===== config.mk =====
export PLATFORM = sky130hd
export DESIGN_NAME = anp_regs
export DESIGN_NICKNAME = d
export VERILOG_FILES = /design/src/shared/anp_pkg.sv /design/src/shared/anp_rx_if.sv /design/src/logic/anp_rx_capture.sv /design/src/logic/anp_regs.sv
export SDC_FILE = /design/constraint.sdc
export NUM_CORES = 1
export LEC_CHECK = 0
export ABC_CLOCK_PERIOD_IN_PS = 1900
export CAP_MARGIN = 10
export CORE_ASPECT_RATIO = 0.75
export CORE_MARGIN = 1.5
export CORE_UTILIZATION = 35
export DETAILED_ROUTE_END_ITERATION = 12
export DONT_BUFFER_PORTS = 1
export SLEW_MARGIN = 20
export SYNTH_ARGS = -nofsm -noshare
export SYNTH_HDL_FRONTEND = slang
export SYNTH_SLANG_ARGS = --single-unit

===== constraint.sdc =====
create_clock -name clk_i -period 1.9 [get_ports clk_i]
set_clock_uncertainty 0.2 [all_clocks]
set_input_delay 0.38 -clock clk_i [delete_from_list [all_inputs] [get_ports clk_i]]
set_output_delay 0.38 -clock clk_i [all_outputs]
set_load 0.005 [all_outputs]

===== src/shared/anp_pkg.sv =====
// Constants for the next-page register bank: register indices, field
// positions and reset values.
// Assumes a 32-bit Wishbone slave with one aligned word per register index.
package anp_pkg;

    localparam int unsigned ANP_DW        = 16;
    localparam int unsigned IDX_W         = 5;
    localparam int unsigned WB_IDX_LSB    = 2;

    // Register indices; byte address is four times the index
    localparam logic [4:0]  IDX_EXP       = 5'h06;
    localparam logic [4:0]  IDX_TX        = 5'h07;
    localparam logic [4:0]  IDX_RX        = 5'h08;
    localparam logic [4:0]  IDX_PCFG      = 5'h10;
    localparam logic [4:0]  IDX_STS2      = 5'h11;
    localparam logic [4:0]  IDX_SCHG      = 5'h13;
    localparam logic [4:0]  IDX_LED       = 5'h14;
    localparam logic [4:0]  IDX_DCFG      = 5'h1a;
    localparam logic [4:0]  IDX_TXC       = 5'h1e;

    // Code word fields
    localparam int unsigned MORE_BIT      = 15;
    localparam int unsigned RSVD_BIT      = 14;
    localparam int unsigned RX_ACK_BIT    = 14;
    localparam int unsigned MSG_BIT       = 13;
    localparam int unsigned COMPLY_BIT    = 12;
    localparam int unsigned TOGGLE_BIT    = 11;
    localparam int unsigned CODE_MSB      = 10;
    localparam int unsigned PAGE_RCVD_BIT = 1;

    localparam logic [15:0] TX_RESET      = 16'h2001;
    localparam logic [15:0] TX_WMASK      = 16'hbfff;
    localparam logic [15:0] RX_RESET      = 16'h0000;
    localparam logic [15:0] CFG_RESET     = 16'h0000;
    localparam logic [15:0] ZERO16        = 16'h0000;

endpackage : anp_pkg


===== src/shared/anp_rx_if.sv =====
// Carrier between the register bank and its received-page capture unit.
// Assumes one clock shared by both ends.
`timescale 1ns/1ps
interface anp_rx_if;
    logic        page_valid;
    logic [15:0] page_word;
    logic        rd_clear;
    logic [15:0] rx_word;
    logic        page_rcvd;

    modport cap  (input page_valid, page_word, rd_clear, output rx_word, page_rcvd);
    modport regs (output page_valid, page_word, rd_clear, input rx_word, page_rcvd);
endinterface : anp_rx_if


===== src/logic/anp_rx_capture.sv =====
// Holds the partner's latest next-page word and the latching page flag.
// Assumes page_valid is a one-cycle pulse from the negotiation logic.
`timescale 1ns/1ps
module anp_rx_capture (
    // Clock and reset
    input  wire logic clk_i,
    input  wire logic resetn_i,
    // Register side
    anp_rx_if.cap     rx
);
    import anp_pkg::*;

    logic [15:0] word_q;
    logic [15:0] word_d;
    logic        flag_q;
    logic        flag_d;

    always_comb begin
        word_d = word_q;
        flag_d = flag_q;
        if (rx.page_valid) begin
            word_d = rx.page_word;
        end
        // New page beats a read clear in the same cycle
        if (rx.page_valid) begin
            flag_d = 1'b1;
        end else if (rx.rd_clear) begin
            flag_d = 1'b0;
        end
    end

    always_ff @(posedge clk_i or negedge resetn_i) begin
        if (!resetn_i) begin
            word_q <= RX_RESET;
            flag_q <= 1'b0;
        end else begin
            word_q <= word_d;
            flag_q <= flag_d;
        end
    end

    assign rx.rx_word   = word_q;
    assign rx.page_rcvd = flag_q;
endmodule : anp_rx_capture


===== src/logic/anp_regs.sv =====
// Next-page register bank with Wishbone classic slave access.
// Assumes rx_page_valid_i is a one-cycle pulse with the partner's word,
// and the product-specific status words come from elsewhere in the device.
//
// Register access over Wishbone was chosen for this implementation.
`timescale 1ns/1ps

// Functional notes
// - The transmit next-page word lives at register index 7.
// - Transmit bit 15 is writable, resets to 0, and says more pages follow.
// - Transmit bit 13 is writable, resets to 1, and marks a message page.
// - Transmit bit 12 is writable, resets to 0, and says we can comply.
// - Transmit bit 11 is the writable toggle, reset 0, inverse of the last one sent.
// - Transmit bits 10..0 are writable with reset one; bit 14 reads zero.
// - The received next-page word lives at index 8, read-only, reset zero.
// - Received bit 15 shows that the partner has more pages.
// - Received bit 14 shows that the partner got our code word.
// - Received bit 13 shows the partner's message page flag.
// - Received bit 12 shows that the partner can comply.
// - Received bit 11 shows the partner's toggle.
// - Indices 16, 17, 19, 20, 26 and 30 decode; 18, 21-25, 27-29, 31 are reserved.
// - A new page loads the received word and sets a flag that clears on read.
module anp_regs #(
    parameter int unsigned AW = 8
) (
    // Clock and reset
    input  wire logic                         clk_i,
    input  wire logic                         resetn_i,
    // Wishbone classic slave
    input  wire logic                         wb_cyc_i,
    input  wire logic                         wb_stb_i,
    input  wire logic                         wb_we_i,
    input  wire logic [AW-1:0]                wb_adr_i,
    input  wire logic [3:0]                   wb_sel_i,
    input  wire logic [31:0]                  wb_dat_i,
    output logic      [31:0]                  wb_dat_o,
    output logic                              wb_ack_o,
    // Negotiation link side
    input  wire logic                         rx_page_valid_i,
    input  wire logic [anp_pkg::ANP_DW-1:0]   rx_page_word_i,
    output logic      [anp_pkg::ANP_DW-1:0]   tx_page_word_o,
    // Product-specific status words
    input  wire logic [anp_pkg::ANP_DW-1:0]   status2_i,
    input  wire logic [anp_pkg::ANP_DW-1:0]   status_chg_i,
    // Product-specific configuration words
    output logic      [anp_pkg::ANP_DW-1:0]   port_cfg_o,
    output logic      [anp_pkg::ANP_DW-1:0]   led_cfg_o,
    output logic      [anp_pkg::ANP_DW-1:0]   dig_cfg_o,
    output logic      [anp_pkg::ANP_DW-1:0]   tx_ctrl_o
);
    import anp_pkg::*;

    localparam int unsigned NCFG   = 4;
    localparam int unsigned IDX_HI = WB_IDX_LSB + IDX_W;
    localparam int unsigned BYTE_W = 8;

    // Configuration slots for the writable product-specific words
    function automatic logic [2:0] cfg_slot(input logic [4:0] i);
        case (i)
            IDX_PCFG: cfg_slot = 3'h4;
            IDX_LED:  cfg_slot = 3'h5;
            IDX_DCFG: cfg_slot = 3'h6;
            IDX_TXC:  cfg_slot = 3'h7;
            default:  cfg_slot = 3'h0;
        endcase
    endfunction : cfg_slot

    anp_rx_if rx_bus ();

    logic        ack_q;
    logic        ack_d;
    logic [31:0] dat_q;
    logic [31:0] dat_d;
    logic [15:0] tx_q;
    logic [15:0] tx_d;
    logic [15:0] cfg_q [NCFG];
    logic [15:0] cfg_d [NCFG];

    logic        req;
    logic        adr_ok;
    logic [4:0]  idx;
    logic        wr;
    logic        rd;
    logic [15:0] wdat;
    logic [15:0] bmask;
    logic [15:0] tmask;
    logic [15:0] rdata;
    logic [2:0]  slot;

    // A new request is taken only while no answer is pending
    assign req    = wb_cyc_i & wb_stb_i & ~ack_q;
    assign idx    = wb_adr_i[IDX_HI-1:WB_IDX_LSB];
    // Addresses beyond the 32-word space answer but touch nothing
    assign adr_ok = (wb_adr_i >> IDX_HI) == '0;
    assign wr     = req & wb_we_i & adr_ok;
    assign rd     = req & ~wb_we_i & adr_ok;
    assign wdat   = wb_dat_i[15:0];
    assign bmask  = {{8{wb_sel_i[1]}}, {8{wb_sel_i[0]}}};
    assign tmask  = bmask & TX_WMASK;
    assign slot   = cfg_slot(idx);

    // Received-page capture
    assign rx_bus.page_valid = rx_page_valid_i;
    assign rx_bus.page_word  = rx_page_word_i;
    // The flag is handed back with the data, then cleared
    assign rx_bus.rd_clear   = rd && (idx == IDX_EXP);

    anp_rx_capture u_rx_capture (
        .clk_i    (clk_i),
        .resetn_i (resetn_i),
        .rx       (rx_bus.cap)
    );

    // Read multiplexer; reserved and unmapped words read as zero
    always_comb begin
        rdata = ZERO16;
        case (idx)
            IDX_EXP: begin
                rdata[PAGE_RCVD_BIT] = rx_bus.page_rcvd;
            end
            IDX_TX: begin
                rdata = tx_q;
            end
            IDX_RX: begin
                rdata = rx_bus.rx_word;
            end
            IDX_STS2: begin
                rdata = status2_i;
            end
            IDX_SCHG: begin
                rdata = status_chg_i;
            end
            IDX_PCFG, IDX_LED, IDX_DCFG, IDX_TXC: begin
                rdata = cfg_q[slot[1:0]];
            end
            default: begin
                rdata = ZERO16;
            end
        endcase
        if (!adr_ok) begin
            rdata = ZERO16;
        end
    end

    // Next-state for bus answer and writable registers
    always_comb begin
        ack_d = req;
        dat_d = '0;
        tx_d  = tx_q;
        for (int k = 0; k < NCFG; k++) begin
            cfg_d[k] = cfg_q[k];
        end
        if (rd) begin
            dat_d = {ZERO16, rdata};
        end
        if (wr && (idx == IDX_TX)) begin
            // Bit 14 is outside the mask and stays zero
            tx_d = (tx_q & ~tmask) | (wdat & tmask);
        end
        if (wr && slot[2]) begin
            cfg_d[slot[1:0]] = (cfg_q[slot[1:0]] & ~bmask) | (wdat & bmask);
        end
    end

    always_ff @(posedge clk_i or negedge resetn_i) begin
        if (!resetn_i) begin
            ack_q <= 1'b0;
            dat_q <= '0;
            tx_q  <= TX_RESET;
            for (int k = 0; k < NCFG; k++) begin
                cfg_q[k] <= CFG_RESET;
            end
        end else begin
            ack_q <= ack_d;
            dat_q <= dat_d;
            tx_q  <= tx_d;
            for (int k = 0; k < NCFG; k++) begin
                cfg_q[k] <= cfg_d[k];
            end
        end
    end

    assign wb_ack_o       = ack_q;
    assign wb_dat_o       = dat_q;
    assign tx_page_word_o = tx_q;
    assign port_cfg_o     = cfg_q[0];
    assign led_cfg_o      = cfg_q[1];
    assign dig_cfg_o      = cfg_q[2];
    assign tx_ctrl_o      = cfg_q[3];
endmodule : anp_regs


==> results of run 1 <==
timing repair:
action,CTS,global route
setup buffers,2,3
hold endpoints to repair,157,113
setup endpoints to repair,40,52
cloned,2,3
pin swaps,3,2
resized for setup,2,8
area by class of cell:
cell class | count | area, sq um | area share
Multi-Input combinational cell | 370 | 2540 | 0.358
Clock buffer | 21 | 470 | 0.0662
Tap cell | 205 | 256 | 0.0361
Sequential cell | 113 | 2830 | 0.398
Timing Repair Buffer | 76 | 867 | 0.122
Clock inverter | 11 | 130 | 0.0183
Inverter | 1 | 3.75 | 0.000528
where the power goes:
part	internal [uW]	switching [uW]
registers	2550	156
logic	273	252
clock network	2040	1180
total	4870	1590
placed cells by master, fill, tap and decap left out, types with 2 or more instances in the layout:
cell type      synthesis  final
dlygate4sd3_1          0     39
nor3_1                16     16
buf_12                 0      9
nand2b_1               2      2
a21oi_1                2      2
conb_1                 1     17
nor4b_4                2      2
a222oi_1               2      2
buf_4                 19     19
clkbuf_8               0      3
buf_6                  1      3
dfstp_2                2      2
nand2_1               20     20
clkinv_4               0      3
nand3_1               16     16
nand3_4                0      2
a22oi_1               44     44
nor2_2                 1      2
mux2i_1               17     17
mux2_2                31     31
and3b_1                2      2
nand3b_1              18     18
a211o_1               16     16
clkinvlp_4             0      4
dfrtp_1              111    111
nor2_1                68     67
a31oi_1               78     77
nor4_4                 3      3
bufinv_16              0      2
clkbuf_16              0     20
cell families after synthesis:
group | share of synthesized area
flops | 0.506
other cells | 0.000670
simple gates | 0.160
buf+inv | 0.0577
compound gates | 0.183
mux | 0.0928
through the flow:
step | total power (uW) | instances
final | 6450 | 797
after global routing | 6710 | 797
after CTS | 6500 | 791
after detailed placement | 3180 | 715
after global placement | 3160 | 715
after floorplan | 3100 | 540
final timing paths:
path | from | endpoint | slack, ns | depth (start not counted)
max | wb_ack_o | dig_cfg_o[11] | 0.05 | 7
min | resetn_i | dig_cfg_o[2] | -0.54 | 0
max reg2reg | wb_ack_o | dig_cfg_o[11] | 0.05 | 7
min reg2reg | u_rx_capture.rx.page_rcvd | u_rx_capture.rx.page_rcvd | 0.29 | 1
max in group asynchronous | resetn_i | async pin | 1.76 | 0
min in group clk_i | status2_i[0] | wb_dat_o[0] | 0.01 | 2
routing by layer:
layer | vias to the layer above | share of wire
met5 | - | 0
met4 | 0 | 0.021
met3 | 30 | 0.12
met2 | 267 | 0.47
met1 | 2368 | 0.40
li1 | 2058 | -
==> results.ini, run 1 <==
[logic_synthesis]
ys_seq_area_frac = 0.506
synth.most_common_cell = dfrtp_1
synth_warnings = 0
syn_area_sq_um = 5600
syn-instance-count = 524
synth_top_area_frac = 0.496
netlist.top_cell.by_area = dfrtp_1
synthArstFlopShare = 1.00
synth_ff_type = dfrtp_1
synthDistinctLibCells = 40
synth.top_cells.by_count = 111 x dfrtp_1, 78 x a31oi_1, 68 x nor2_1
ys_ff_latch = 113
synthTopCellsByArea = dfrtp_1 50%, a31oi_1 8.7%, mux2_2 6.2%, a22oi_1 5.9%, nor2_1 4.6%
synth_edf_count = 0
syn_avg_cell_area_sq_um = 10.7

[sta]
finalMaxSlewViolations = 0
post-route-min-period_ns = 1.85
setup_viol = 0
relSlewSlack = 0.393
final-hold-violation-count = 113
tns_ns = 0
tightestPinTransition_ns = 0.911
min_period_over_period = 0.976
timing.fmax_mhz = 539
hold_ws_ns = -0.540
setup_slack_ns = 0.0459

[setup_path]
cp_num_buf_inv = 4
end_kind = flip-flop
start_kind = flip-flop
crit_top_cell = buf_12
crit_arrival_ns = 1.94
cp_max_fo = 6
worstSetupPathType = flip-flop to flip-flop
path_cells = nand4bb_4 -> buf_12 -> nor4_4 -> buf_6 -> buf_12 -> clkbuf_16 -> a31oi_2
required_ns = 1.99
max_stage_delay_ns = 0.38
cpMaxStageDelayCell = dfrtp_1
cp_top_family = buffers and inverters

[hold_path]
hold_class = input port to async pin

[floorplanning]
io_pins = 211
die_h_um = 113
core_sq_um = 15400
start_util = 0.363
placementRows = 39
dieArea_sq_um = 16800
die_w_um = 149

[grt]
grt_pass1_vias = 4803
antenna_found_initial = 0
grt_util_all_layers = 0.228
grt-ovfl-total = 0
grt_use_met1 = 0.284
grt_pass1_wl_um = 28400
use_met3 = 0.0955
gr-usage-met2 = 0.353
top_usage_layer = met2
grt_max_degree = 114

[cts]
h-tree-depth = 4
cts_tree = built
clk_path_buf_depth = 2
cts_sinks = 113
hold_buffers = 40
cts_made_buffers = 17
clkTransAtPathRegs_ns = 0.06
ctsRootBufferMaster = clkbuf_16
worstSkewPairLatency_ns = 0.41

[power_and_ir_drop]
ir_worst_vdd_v = 0.000584
power_density_nw_per_um2 = 909
p_leak_uw = 0.00307

[place]
preCtsSetupSlack_ns = -0.0613
placement.cell_area_sq_um = 5900
numPortBuffers = 0
place.detailed.hpwl_um = 12400
place_congestion = 0.850

[route]
vias = 4723
ant_nets = 0
first_iter_violations = 321
drtPass1Iterations = 5
drt-vias-per-instance = 5.93
drc = 0
routed_wirelength_um = 19200
routedWlPerCell_um = 24.1

[final_layout]
syn2layout_area_growth_pct = 26.9
final_cell_area_sq_um = 7100
drive_gt1_frac = 0.198
postLayoutCoreUtil = 0.461
diodes = 0
nFillCells = 1439
nNetsFinal = 677

[flow_run]
maxCapViolations = 0

[outcome]
status = finished with violations
violations = negative hold slack

Power figures use the tool's default switching activity.
==> run 2, diff against run 1 <==
- REMOVE_ABC_BUFFERS: not set -> 1
==> run 2 against run 1 <==
Against the previous run: the run still ends with negative hold slack left; via count rose by 1.1%; power increased by 3.2%; clock power increased by 6%; flip-flop and latch count unchanged; wire length increased by 5.8%; worst setup slack improved by 0.0056 ns; fmax rose by 0.30%; global-route usage grew 1.8 points; sequential power about the same; critical path depth decreased by 2; sequential share of layout area fell by 0.80 points; non-clock buffer count grew 20; largest cell class unchanged; highest routed layer unchanged.
==> results.ini, run 2 (synthesized netlist as in run 1, its figures left out) <==
[sta]
tightestPinTransition_ns = 0.541  ; -0.370 ns
rsz0062_at_grt = yes
final-hold-violation-count = 113  ; unchanged
hold_ws_ns = -0.547  ; -0.00719 ns
finalMaxSlewViolations = 0  ; unchanged
tns_ns = 0  ; unchanged
setup_viol = 0  ; unchanged
relSlewSlack = 0.638  ; +0.245
timing.fmax_mhz = 541  ; +0.30%
min_period_over_period = 0.973  ; -0.00296
post-route-min-period_ns = 1.85  ; -0.00562 ns

[setup_path]
path_cells = nand4bb_4 -> nor2_1 -> nand3_2 -> buf_12 -> mux2_2
cpMaxStageDelayCell = dfrtp_1
end_kind = flip-flop
cp_top_family = simple AND/OR/NAND/NOR gates
cp_num_buf_inv = 1  ; -3
start_kind = flip-flop
crit_arrival_ns = 1.95  ; about the same
required_ns = 2.00  ; about the same
max_stage_delay_ns = 0.39  ; about the same
r2r_slack_ns = 0.05  ; about the same
cp_max_fo = 8  ; +2
worstSetupPathType = flip-flop to flip-flop

[floorplanning]
die_w_um = 149  ; unchanged
dieArea_sq_um = 16800  ; unchanged
placementRows = 39  ; unchanged
core_sq_um = 15400  ; unchanged
die_h_um = 113  ; unchanged
start_util = 0.363  ; unchanged
io_pins = 211  ; unchanged

[cts]
clk_path_buf_depth = 2  ; unchanged
cts_tree = built
worstSkewPairLatency_ns = 0.42  ; about the same
cts_made_buffers = 17  ; unchanged
ctsRootBufferMaster = clkbuf_16
h-tree-depth = 4  ; unchanged
clkTransAtPathRegs_ns = 0.06  ; about the same
cts_sinks = 113  ; unchanged
hold_buffers = 43  ; +7.5%

[grt]
grt_pass1_vias = 4875  ; +1.5%
grt-ovfl-total = 0  ; unchanged
antenna_found_initial = 0  ; unchanged
grt_max_degree = 114  ; unchanged
grt_pass1_wl_um = 29800  ; +5.2%
grt_util_all_layers = 0.246  ; +0.0179

[route]
routedWlPerCell_um = 24.9  ; +3.2%
drt-vias-per-instance = 5.84  ; -1.4%
routed_wirelength_um = 20300  ; +5.8%
first_iter_violations = 470  ; +46%
vias = 4774  ; +1.1%
drtPass1Iterations = 5  ; unchanged
ant_nets = 0  ; unchanged
drc = 0  ; unchanged

[power_and_ir_drop]
power_density_nw_per_um2 = 919  ; +1.2%
ir_worst_vdd_v = 0.000624  ; +6.7%
p_leak_uw = 0.00318  ; +3.6%

[hold_path]
hold_class = input port to async pin

[final_layout]
syn2layout_area_growth_pct = 29.5
final_cell_area_sq_um = 7250  ; +2.0%
drive_gt1_frac = 0.225  ; +0.0279
nNetsFinal = 697  ; +3.0%
layout_common_cells = 111 x dfrtp_1, 78 x a31oi_1, 61 x nor2_1, 44 x a22oi_1, 42 x dlygate4sd3_1
layout_commonest_cell = dfrtp_1
diodes = 0  ; unchanged
postLayoutCoreUtil = 0.470  ; +0.00941

[flow_run]
maxCapViolations = 0  ; unchanged

[place]
place.detailed.hpwl_um = 12900  ; +3.8%
numPortBuffers = 0  ; unchanged
placement.cell_area_sq_um = 5950  ; +0.93%
place_congestion = 0.842  ; -0.87%

[outcome]
status = finished with violations
violations = negative hold slack

## run 2: cell types whose count changed in the layout (fill, tap and decap cells not counted), moves of 4 or more
| cell | previous run | this run |
|---|---|---|
| buf_4 | 19 | 33 |
| nor2_1 | 67 | 61 |
| nor2_2 | 2 | 8 |
| buf_6 | 3 | 8 |
| buf_8 | 0 | 5 |
| buf_12 | 9 | 5 |
## run 2: cell type report
type / instances / area (sq um)
Fill cell: 1445 / 8170
Sequential cell: 113 / 2830
Multi-Input combinational cell: 370 / 2550
Timing Repair Buffer: 96 / 988
Clock buffer: 22 / 464
Tap cell: 205 / 256
Clock inverter: 10 / 159
Inverter: 1 / 3.75
## run 2: per-layer routing
metal  up-vias  wire length (um)  global-route usage
met1      2365              8140               0.307
met4         0               385              0.0785
met3        31              2450               0.108
li1       2097                 -                   -
met2       281              9340               0.381
met5         -                 0                   0
## run 2: path summary, 6_finish.rpt
path                                      startpoint                         to  cells after the start
min                                         resetn_i               dig_cfg_o[5]                      0
max in group asynchronous                   resetn_i                  async pin                      0
min reg2reg                u_rx_capture.rx.page_rcvd  u_rx_capture.rx.page_rcvd                      1
min in group clk_i                     status2_i[10]               wb_dat_o[10]                      2
max reg2reg                                 wb_ack_o                  flip-flop                      5
max                                         wb_ack_o                  flip-flop                      5
## run 2: what timing repair did
item / in CTS / in global routing
pin swaps: 3 / 2
setup endpoints to repair: 58 / 55
hold endpoints to repair: 210 / 113
buffers inserted: 6 / 0
gates resized for setup: 15 / 17
gates cloned: 3 / 2
## run 2: per-stage QoR
step / power, uW / cells / setup WS [ns]
detailed placement: 3190 / 731 / -0.0999
global route: 6920 / 817 / -0.0610
floorplan: 3030 / 484 / -0.713
finish: 6660 / 817 / 0.0515
global placement: 3170 / 731 / -0.0906
CTS: 6710 / 815 / 0.00237
## run 2: power by group
group          leakage (uW)  switching, uW  internal, uW
clock              0.000300           1150          2260
combinational       0.00137            266           286
sequential          0.00151            154          2550
total               0.00318           1570          5090
